--- src/common/burst_pkg.sv ---
// constants, types and register map of the burst capture handshake
// assumes a 250 MHz aclk and an AXI4-Lite master with 32-bit data
package burst_pkg;
    localparam int CLK_MHZ = 250;
    localparam logic [7:0] ADDR_CTRL = 8'h00;
    localparam logic [7:0] ADDR_STATUS = 8'h04;
    localparam logic [7:0] ADDR_IRQ_STAT = 8'h08;
    localparam logic [7:0] ADDR_IRQ_MASK = 8'h0C;
    localparam logic [7:0] ADDR_TIMEOUT = 8'h10;
    localparam logic [7:0] ADDR_CAPS = 8'h14;
    localparam logic [7:0] ADDR_STORED = 8'h18;
    // ctrl fields
    localparam int CTRL_PIPE = 0;
    localparam int CTRL_PARALLEL = 1;
    localparam int CTRL_LOGGING = 2;
    localparam int CTRL_LIVE = 3;
    localparam int CTRL_MULTI_BLK = 4;
    localparam logic [31:0] CTRL_RESET = 32'h00000000;
    // irq bits
    localparam int IRQ_PORT_ERR = 0;
    localparam int IRQ_TIMEOUT = 1;
    localparam int IRQ_DONE = 2;
    localparam int IRQ_ABORT = 3;
    localparam int IRQ_W = 4;
    // timeout default, 1 ms expressed in cycles
    localparam int TIMEOUT_US = 1000;
    localparam logic [31:0] TIMEOUT_RESET = 32'(TIMEOUT_US * CLK_MHZ);
    localparam logic [7:0] CAPS_RESET = 8'h02;
    localparam logic [1:0] RESP_OKAY = 2'b00;
    localparam logic [1:0] RESP_SLVERR = 2'b10;

    typedef enum logic [2:0] {
        ST_IDLE = 3'b000,
        ST_SETUP = 3'b001,
        ST_CAPTURE = 3'b011,
        ST_MEASURE = 3'b010,
        ST_WAIT = 3'b110,
        ST_POST = 3'b111,
        ST_DISPLAY = 3'b101
    } seq_e;

    typedef struct packed {
        logic capture_done;
        logic measure_done;
        logic setup_done;
        logic post_done;
    } engine_done_s;

    typedef struct packed {
        logic start_setup;
        logic start_capture;
        logic start_measure;
        logic start_post;
        logic start_display;
        logic store_image;
    } engine_cmd_s;
endpackage : burst_pkg

--- src/rtl/burst_capture_handshake.sv ---
// burst capture handshake sequencer with AXI4-Lite registers
// assumes trigger and engine done strobes are synchronous to aclk
//
// Overview of operation
// controller waits ready high, busy low first
// accepted trigger drops ready, raises busy, captures
// controller drops trigger after seeing handshake
// non-pipelined serial mode measures right after capture
// ready returns only after whole task block
// next trigger drops ready, applies settings, captures
// post processing, busy falls, then display
// trigger while not ready is ignored, error raised
// no trigger within timeout fails unit, ends
// multiple blocks or live view ends flow
// pipelined mode never reapplies camera settings
// per-capture mode sets parameters after each image
// logging on stores every captured image
// task results valid only after burst done
// pipelined mode raises ready after image input
// idle holds ready high, busy and error low
// timeout counter restarts at ready, stops at trigger
module burst_capture_handshake
(
    input wire logic aclk,
    input wire logic aresetn,
    input wire logic [7:0] s_axi_awaddr,
    input wire logic s_axi_awvalid,
    output logic s_axi_awready,
    input wire logic [31:0] s_axi_wdata,
    input wire logic [3:0] s_axi_wstrb,
    input wire logic s_axi_wvalid,
    output logic s_axi_wready,
    output logic [1:0] s_axi_bresp,
    output logic s_axi_bvalid,
    input wire logic s_axi_bready,
    input wire logic [7:0] s_axi_araddr,
    input wire logic s_axi_arvalid,
    output logic s_axi_arready,
    output logic [31:0] s_axi_rdata,
    output logic [1:0] s_axi_rresp,
    output logic s_axi_rvalid,
    input wire logic s_axi_rready,
    input wire logic trigger,
    output logic ready,
    output logic busy,
    output logic port_error,
    output logic unit_fail,
    output logic results_valid,
    input wire burst_pkg::engine_done_s done,
    output burst_pkg::engine_cmd_s cmd,
    output logic irq
);
    import burst_pkg::*;

    // ========================================================
    // sequencer
    seq_e state, next_state;
    logic trig_q, next_trig_q;
    logic ready_r, next_ready;
    logic busy_r, next_busy;
    logic err_r, next_err;
    logic fail_r, next_fail;
    logic valid_r, next_valid;
    logic meas_pend, next_meas_pend;
    logic [7:0] cap_idx, next_cap_idx;
    logic [7:0] stored, next_stored;
    logic [31:0] tcount, next_tcount;
    engine_cmd_s cmd_r, next_cmd;
    logic [31:0] ctrl, timeout, caps_total;
    logic [IRQ_W-1:0] ev;
    logic trig_rise;
    logic pipe;

    assign trig_rise = trigger && !trig_q;
    assign pipe = ctrl[CTRL_PIPE];

    always_comb
    begin
        next_state = state;
        next_trig_q = trigger;
        next_ready = ready_r;
        next_busy = busy_r;
        next_err = 1'b0;
        next_fail = fail_r;
        next_valid = valid_r;
        next_meas_pend = meas_pend;
        next_cap_idx = cap_idx;
        next_stored = stored;
        next_tcount = tcount;
        next_cmd = '0;
        ev = '0;
        // waiting for trigger counts, ready restarts it
        if (ready_r && state != ST_IDLE && !trig_rise)
            next_tcount = tcount + 32'h1;
        if (trig_rise && !ready_r)
        begin
            next_err = 1'b1;
            ev[IRQ_PORT_ERR] = 1'b1;
        end
        unique case (state)
            ST_IDLE:
            begin
                next_ready = 1'b1;
                next_busy = 1'b0;
                if (trig_rise)
                begin
                    next_fail = 1'b0;
                    next_valid = 1'b0;
                    next_cap_idx = 8'h00;
                    next_stored = 8'h00;
                    next_tcount = 32'h0;
                    if (ctrl[CTRL_MULTI_BLK] || ctrl[CTRL_LIVE])
                    begin
                        ev[IRQ_ABORT] = 1'b1;
                    end
                    else
                    begin
                        next_ready = 1'b0;
                        next_busy = 1'b1;
                        next_cmd.start_capture = 1'b1;
                        next_state = ST_CAPTURE;
                    end
                end
            end
            ST_SETUP:
            begin
                // settings for the next image lengthen the interval
                if (done.setup_done)
                begin
                    next_cmd.start_capture = 1'b1;
                    next_state = ST_CAPTURE;
                end
            end
            ST_CAPTURE:
            begin
                if (done.capture_done)
                begin
                    if (ctrl[CTRL_LOGGING] || cap_idx == 8'h00)
                    begin
                        next_cmd.store_image = 1'b1;
                        next_stored = stored + 8'h01;
                    end
                    next_cap_idx = cap_idx + 8'h01;
                    next_cmd.start_measure = 1'b1;
                    next_meas_pend = 1'b1;
                    if (pipe)
                    begin
                        next_ready = 1'b1;
                        next_tcount = 32'h0;
                        next_state = ST_WAIT;
                    end
                    else
                    begin
                        next_state = ST_MEASURE;
                    end
                end
            end
            ST_MEASURE:
            begin
                if (done.measure_done)
                begin
                    next_meas_pend = 1'b0;
                    if (cap_idx >= caps_total[7:0])
                    begin
                        next_cmd.start_post = 1'b1;
                        next_state = ST_POST;
                    end
                    else
                    begin
                        next_ready = 1'b1;
                        next_tcount = 32'h0;
                        next_state = ST_WAIT;
                    end
                end
            end
            ST_WAIT:
            begin
                if (done.measure_done)
                    next_meas_pend = 1'b0;
                if (pipe && cap_idx >= caps_total[7:0])
                begin
                    next_ready = 1'b0;
                    if (!meas_pend || done.measure_done)
                    begin
                        next_cmd.start_post = 1'b1;
                        next_state = ST_POST;
                    end
                end
                else if (trig_rise && ready_r)
                begin
                    next_ready = 1'b0;
                    if (pipe)
                    begin
                        next_cmd.start_capture = 1'b1;
                        next_state = ST_CAPTURE;
                    end
                    else
                    begin
                        next_cmd.start_setup = 1'b1;
                        next_state = ST_SETUP;
                    end
                end
                else if (tcount >= timeout)
                begin
                    next_fail = 1'b1;
                    ev[IRQ_TIMEOUT] = 1'b1;
                    next_ready = 1'b1;
                    next_busy = 1'b0;
                    next_state = ST_IDLE;
                end
            end
            ST_POST:
            begin
                if (done.post_done)
                begin
                    next_busy = 1'b0;
                    next_valid = 1'b1;
                    next_cmd.start_display = 1'b1;
                    ev[IRQ_DONE] = 1'b1;
                    next_state = ST_DISPLAY;
                end
            end
            ST_DISPLAY:
            begin
                next_ready = 1'b1;
                next_state = ST_IDLE;
            end
            default:
                next_state = ST_IDLE;
        endcase
    end

    always_ff @(posedge aclk)
    begin
        if (!aresetn)
        begin
            state <= ST_IDLE;
            trig_q <= 1'b0;
            ready_r <= 1'b1;
            busy_r <= 1'b0;
            err_r <= 1'b0;
            fail_r <= 1'b0;
            valid_r <= 1'b0;
            meas_pend <= 1'b0;
            cap_idx <= 8'h00;
            stored <= 8'h00;
            tcount <= 32'h0;
            cmd_r <= '0;
        end
        else
        begin
            state <= next_state;
            trig_q <= next_trig_q;
            ready_r <= next_ready;
            busy_r <= next_busy;
            err_r <= next_err;
            fail_r <= next_fail;
            valid_r <= next_valid;
            meas_pend <= next_meas_pend;
            cap_idx <= next_cap_idx;
            stored <= next_stored;
            tcount <= next_tcount;
            cmd_r <= next_cmd;
        end
    end

    assign ready = ready_r;
    assign busy = busy_r;
    assign port_error = err_r;
    assign unit_fail = fail_r;
    assign results_valid = valid_r;
    assign cmd = cmd_r;

    // ========================================================
    // AXI4-Lite slave
    logic aw_ok, w_ok, next_aw_ok, next_w_ok, bv, next_bv, rv, next_rv;
    logic [7:0] awa, next_awa;
    logic [31:0] wd, next_wd, rd, next_rd;
    logic [1:0] br, next_br, rr, next_rr;
    logic [IRQ_W-1:0] istat, next_istat, imask, next_imask;
    logic [31:0] next_ctrl, next_timeout, next_caps;
    logic irq_r, next_irq;
    logic do_wr;

    assign do_wr = aw_ok && w_ok && !bv;

    always_comb
    begin
        next_aw_ok = aw_ok || (s_axi_awvalid && !aw_ok);
        next_awa = (s_axi_awvalid && !aw_ok) ? s_axi_awaddr : awa;
        next_w_ok = w_ok || (s_axi_wvalid && !w_ok);
        next_wd = (s_axi_wvalid && !w_ok) ? s_axi_wdata : wd;
        next_bv = bv && !s_axi_bready;
        next_br = br;
        next_ctrl = ctrl;
        next_timeout = timeout;
        next_caps = caps_total;
        next_imask = imask;
        // set wins over write-one-to-clear
        next_istat = istat;
        if (do_wr)
        begin
            next_aw_ok = 1'b0;
            next_w_ok = 1'b0;
            next_bv = 1'b1;
            next_br = RESP_OKAY;
            unique case (awa)
                ADDR_CTRL: next_ctrl = wd;
                ADDR_TIMEOUT: next_timeout = wd;
                ADDR_CAPS: next_caps = wd;
                ADDR_IRQ_MASK: next_imask = wd[IRQ_W-1:0];
                ADDR_IRQ_STAT: next_istat = istat & ~wd[IRQ_W-1:0];
                ADDR_STATUS, ADDR_STORED: next_br = RESP_OKAY;
                default: next_br = RESP_SLVERR;
            endcase
        end
        next_istat = next_istat | ev;
        next_irq = |(next_istat & next_imask);
        next_rv = rv && !s_axi_rready;
        next_rd = rd;
        next_rr = rr;
        if (s_axi_arvalid && !rv)
        begin
            next_rv = 1'b1;
            next_rr = RESP_OKAY;
            unique case (s_axi_araddr)
                ADDR_CTRL: next_rd = ctrl;
                ADDR_STATUS: next_rd = {24'h0, cap_idx[3:0], valid_r,
                                        fail_r, busy_r, ready_r};
                ADDR_IRQ_STAT: next_rd = {28'h0, istat};
                ADDR_IRQ_MASK: next_rd = {28'h0, imask};
                ADDR_TIMEOUT: next_rd = timeout;
                ADDR_CAPS: next_rd = caps_total;
                ADDR_STORED: next_rd = {24'h0, stored};
                default:
                begin
                    next_rd = 32'h0;
                    next_rr = RESP_SLVERR;
                end
            endcase
        end
    end

    always_ff @(posedge aclk)
    begin
        if (!aresetn)
        begin
            aw_ok <= 1'b0;
            w_ok <= 1'b0;
            awa <= 8'h00;
            wd <= 32'h0;
            bv <= 1'b0;
            br <= RESP_OKAY;
            rv <= 1'b0;
            rd <= 32'h0;
            rr <= RESP_OKAY;
            ctrl <= CTRL_RESET;
            timeout <= TIMEOUT_RESET;
            caps_total <= {24'h0, CAPS_RESET};
            istat <= '0;
            imask <= '0;
            irq_r <= 1'b0;
        end
        else
        begin
            aw_ok <= next_aw_ok;
            w_ok <= next_w_ok;
            awa <= next_awa;
            wd <= next_wd;
            bv <= next_bv;
            br <= next_br;
            rv <= next_rv;
            rd <= next_rd;
            rr <= next_rr;
            ctrl <= next_ctrl;
            timeout <= next_timeout;
            caps_total <= next_caps;
            istat <= next_istat;
            imask <= next_imask;
            irq_r <= next_irq;
        end
    end

    assign s_axi_awready = !aw_ok;
    assign s_axi_wready = !w_ok;
    assign s_axi_bvalid = bv;
    assign s_axi_bresp = br;
    assign s_axi_arready = !rv;
    assign s_axi_rvalid = rv;
    assign s_axi_rdata = rd;
    assign s_axi_rresp = rr;
    assign irq = irq_r;

    // ========================================================
    // assertions
    a_trig_accept: assert property (@(posedge aclk) disable iff (!aresetn)
        state == ST_IDLE && trig_rise && !ctrl[CTRL_MULTI_BLK]
        && !ctrl[CTRL_LIVE] |=> !ready && busy)
        else $error("trigger not accepted");
    a_serial_hold: assert property (@(posedge aclk) disable iff (!aresetn)
        state == ST_MEASURE |-> !ready)
        else $error("ready high during serial measure");
    a_block_done: assert property (@(posedge aclk) disable iff (!aresetn)
        state == ST_MEASURE && done.measure_done
        && cap_idx < caps_total[7:0] |=> ready)
        else $error("ready not back after block");
    a_next_trig: assert property (@(posedge aclk) disable iff (!aresetn)
        state == ST_WAIT && trig_rise && ready && !pipe
        |=> !ready && cmd.start_setup)
        else $error("next capture mishandled");
    a_busy_fall: assert property (@(posedge aclk) disable iff (!aresetn)
        state == ST_POST && done.post_done
        |=> !busy && cmd.start_display && results_valid)
        else $error("burst end mishandled");
    a_port_err: assert property (@(posedge aclk) disable iff (!aresetn)
        trig_rise && !ready |=> port_error)
        else $error("error not raised");
    a_timeout: assert property (@(posedge aclk) disable iff (!aresetn)
        state == ST_WAIT && !pipe && !trig_rise && tcount >= timeout
        |=> unit_fail && state == ST_IDLE)
        else $error("timeout not judged");
    a_abort: assert property (@(posedge aclk) disable iff (!aresetn)
        state == ST_IDLE && trig_rise && ctrl[CTRL_LIVE]
        |=> state == ST_IDLE && ready)
        else $error("live view did not end");
    a_pipe_nosetup: assert property (@(posedge aclk) disable iff (!aresetn)
        pipe && $stable(pipe) |-> !cmd.start_setup)
        else $error("setup in pipelined mode");
    a_pipe_ready: assert property (@(posedge aclk) disable iff (!aresetn)
        state == ST_CAPTURE && pipe && done.capture_done |=> ready)
        else $error("pipelined ready late");
    a_idle_out: assert property (@(posedge aclk) disable iff (!aresetn)
        state == ST_IDLE && $past(state) == ST_IDLE && !$past(trig_rise)
        |-> ready && !busy)
        else $error("idle outputs wrong");
    a_log_all: assert property (@(posedge aclk) disable iff (!aresetn)
        state == ST_CAPTURE && done.capture_done && ctrl[CTRL_LOGGING]
        |=> cmd.store_image)
        else $error("image not stored");
    c_serial: cover property (@(posedge aclk) disable iff (!aresetn)
        state == ST_MEASURE ##[1:50] state == ST_WAIT);
    c_done: cover property (@(posedge aclk) disable iff (!aresetn)
        state == ST_POST ##1 state == ST_DISPLAY);
    c_err: cover property (@(posedge aclk) disable iff (!aresetn)
        port_error);
    c_fail: cover property (@(posedge aclk) disable iff (!aresetn)
        $rose(unit_fail));
endmodule : burst_capture_handshake

--- config.mk ---
export PLATFORM = sky130hd
export DESIGN_NAME = burst_capture_handshake
export DESIGN_NICKNAME = d
export VERILOG_FILES = /design/src/common/burst_pkg.sv /design/src/rtl/burst_capture_handshake.sv
export SDC_FILE = /design/constraint.sdc
export NUM_CORES = 1
export LEC_CHECK = 0
export ABC_CLOCK_PERIOD_IN_PS = 4400
export BUFFER_PORTS_ARGS = -buffer_cell sky130_fd_sc_hd__buf_2
export CELL_PAD_IN_SITES_DETAIL_PLACEMENT = 0
export CELL_PAD_IN_SITES_GLOBAL_PLACEMENT = 1
export CORE_ASPECT_RATIO = 1.25
export CORE_MARGIN = 8
export CORE_UTILIZATION = 45
export DETAILED_ROUTE_END_ITERATION = 10
export PLACE_DENSITY_LB_ADDON = 0.1
export SKIP_LAST_GASP = 1
export SYNTH_ARGS = -nofsm -noshare
export SYNTH_HDL_FRONTEND = slang
export SYNTH_SLANG_ARGS = --single-unit
--- constraint.sdc ---
create_clock -name aclk -period 4.4 [get_ports aclk]
set_input_delay 0 -clock aclk [delete_from_list [all_inputs] [get_ports aclk]]
set_output_delay 0 -clock aclk [all_outputs]
set_load 0.05 [all_outputs]
==> results.ini <==
[yosys]
synth-seq-cells=247
synthCells=1361
yosysWarnings=0
synth-main-ff-cell=dfxtp_1
synthArstFlopShare=0
netlist_area_sq_um=11200
ys_types=74
synth_edf_count=0
ys_seq_area_frac=0.443
syn_area_per_cell_sq_um=8.20

[floorplanning]
core_sq_um=24400
initial_utilization=0.457
die_w_um=157
rows=64
die_h_um=192
die_area_sq_um=30100
ios=117

[layout]
final_nets=1581
fill_cells=2377
mostFrequentLayoutCell=nand2_1
stdcell_area_sq_um=13300
layout-drive-gt1-share=0.133
syn2layout_area_growth_pct=19.6
mostFrequentLayoutCells=nand2_1 (301), dfxtp_1 (247), a21oi_1 (162), buf_2 (110), nor2_1 (94)

[setup_path]
r2r-end=state[0]
r2r_slack_ps=1430
required_ps=4820
crit_path_max_fanout=17
rr_worst_depth=6
critPathLaunchType=flip-flop
reg2reg_from=state[2]
path_class=reg2reg
cp_data_arrival_time_ps=3390
critical_path.endpoint_type=flip-flop

[sta]
slew_headroom=0.253
max_slew.worst_pin.slew_ps=1120
grt_setup_unrepaired=no
max_freq_mhz=337
fin_skew_ps=13.5
finalSetupTns_ps=0
setup_violations=0
slew_violations=0
period_needed_ps=2970
hold_ws_ps=96.4
final.period_utilization=0.674
hold_viol_final=0

[power]
power.total_w=0.00553
seq_power_share=0.438
cell_internal_pwr_w=0.00402
p_switching_w=0.00151
power_density_nw_per_um2=415
peakVddDrop_uv=247
p_comb_frac=0.132
pwr-share-clk=0.429
netSwitchingFraction=0.273
p_leak_nw=4.94

[clocking]
clock_sinks=247
clk_pin_slew_ps=60
tritoncts=yes
cts_max_level=1
clockBufferDepth=3
insertion_delay_ps=530
cts_buffers=26
cts_root_buffer=clkbuf_16

[outcome]
status=finished, final reports clean

[global_route]
grt_overflow=0
grt_pass1_vias=9986
antenna_found_initial=2
grt_usage=0.222
grt_pass1_wl_um=53400
grt_max_degree=127

[worst_hold_path]
min_path_cells=2
hold_end=timeout[12]
hp-start=aresetn
hold_path.class=in2reg

[routing]
viasPerCell=5.51
detail_route.iter0.violations=576
drt_wl_total_um=33700
ant_nets=0
wl_per_cell_um=18.5
drc_errors=0
num_vias=10045
dr.pass1.iters=5

[place]
dp_hpwl_um=22100
placed_cell_area_sq_um=11900
io_buffer_count=110
gp_congestion=0.831

[flow_run]
cap_violations=0

cell families after synthesis:
kind of cell               after synthesis  synth area share
AOI/OAI and AO/OA                      313             0.183
xor gates and xnor gates                41            0.0322
adders and majority gates               44            0.0493
buffers and inverters                  140            0.0504
DFF                                    247             0.443
muxes                                   14            0.0129
other                                    1          0.000336
and+or+nand+nor                        561             0.229
per-stage QoR:
step                utilization  worst slack (ps)  instances
floorplan                     -              2010       1362
global placement          0.487              1540       1724
detailed placement        0.487              1510       1724
CTS                       0.546              1490       1823
global route              0.546              1300       1824
finish                    0.546              1430       1824
worst max-delay path, stage by stage, from the launching register on:
cell and delay (ps):
dfxtp_1 730, nand3b_1 380, or2_2 380, a221oi_1 540
nand4b_1 290, o211a_1 280, o221a_2 260
synth_stat cells, types with 5 or more instances:
| master | number | area, sq um |
|---|---|---|
| or3_1 | 5 | 31.3 |
| clkbuf_1 | 63 | 236 |
| nor3_2 | 6 | 60.1 |
| nor2_1 | 97 | 364 |
| nor4_1 | 7 | 43.8 |
| ha_1 | 44 | 551 |
| a22oi_1 | 12 | 90.1 |
| o21a_1 | 6 | 45.0 |
| xnor2_1 | 19 | 166 |
| o211ai_1 | 14 | 105 |
| nand2_1 | 302 | 1130 |
| nor3_1 | 41 | 205 |
| xor2_1 | 22 | 193 |
| dfxtp_1 | 247 | 4940 |
| nand2b_1 | 10 | 62.6 |
| a21oi_1 | 162 | 811 |
| a21o_1 | 7 | 52.6 |
| a31o_2 | 5 | 43.8 |
| o21ai_0 | 19 | 95.1 |
| buf_1 | 5 | 18.8 |
| mux2i_1 | 11 | 110 |
| and3_1 | 12 | 75.1 |
| nand4_1 | 17 | 106 |
| inv_1 | 54 | 203 |
| nor2b_1 | 7 | 43.8 |
| buf_2 | 14 | 70.1 |
| a222oi_1 | 32 | 320 |
| a2bb2oi_1 | 25 | 219 |
| nand3_1 | 23 | 115 |
| and2_1 | 6 | 37.5 |
power groups by stage:
stage	registers, W	logic (W)	clock network (W)
2_1_floorplan	0.00244	0.000522	0
3_3_place_gp	0.00247	0.000696	0
3_5_place_dp	0.00247	0.000695	0
4_1_cts	0.00242	0.000733	0.00242
5_1_grt	0.00243	0.000804	0.00251
6_report	0.00242	0.000732	0.00237
state kept, by name, summed over array words and instances, names as in the netlist, 3 cells and up:
name         cells
istat            4
cap_idx          8
wd              32
stored           8
imask            4
state            3
timeout         32
awa              8
ctrl            32
cmd              6
s_axi_rdata     32
tcount          32
caps_total      32
worst max path at each step:
| stage | start | endpoint | cells after the start |
|---|---|---|---|
| floorplan | cap_idx[0] | tcount[24] | 9 |
| global placement | state[2] | state[0] | 6 |
| detailed placement | state[2] | state[0] | 6 |
| CTS | state[2] | state[0] | 6 |
| global route | state[2] | state[0] | 6 |
| finish | state[2] | state[0] | 6 |
cell type report:
class,count,area (sq um),area share
Sequential cell,247,4940,0.371
Clock inverter,8,118,0.00882
Clock buffer,40,825,0.0618
Timing Repair Buffer,169,1130,0.0850
Inverter,54,208,0.0156
Multi-Input combinational cell,975,5700,0.427
Antenna cell,1,2.50,0.000188
Tap cell,330,413,0.0309
layer usage:
| metal | share of wire | routed length, um | up-vias | track usage |
|---|---|---|---|---|
| li1 | - | - | 4977 | - |
| met1 | 0.42 | 14200 | 4743 | 0.264 |
| met2 | 0.50 | 16900 | 276 | 0.403 |
| met3 | 0.052 | 1770 | 49 | 0.0295 |
| met4 | 0.024 | 806 | 0 | 0.0711 |
| met5 | 0 | 0 | - | 0 |
timing repair:
item / in CTS / in global routing
resized for setup: 0 / 0
setup endpoints to repair: 0 / 0
hold endpoints to repair: 55 / 0
buffers inserted: 0 / 0
hold buffers: 51 / 0
No activity file was read; power rests on OpenSTA's default activity.
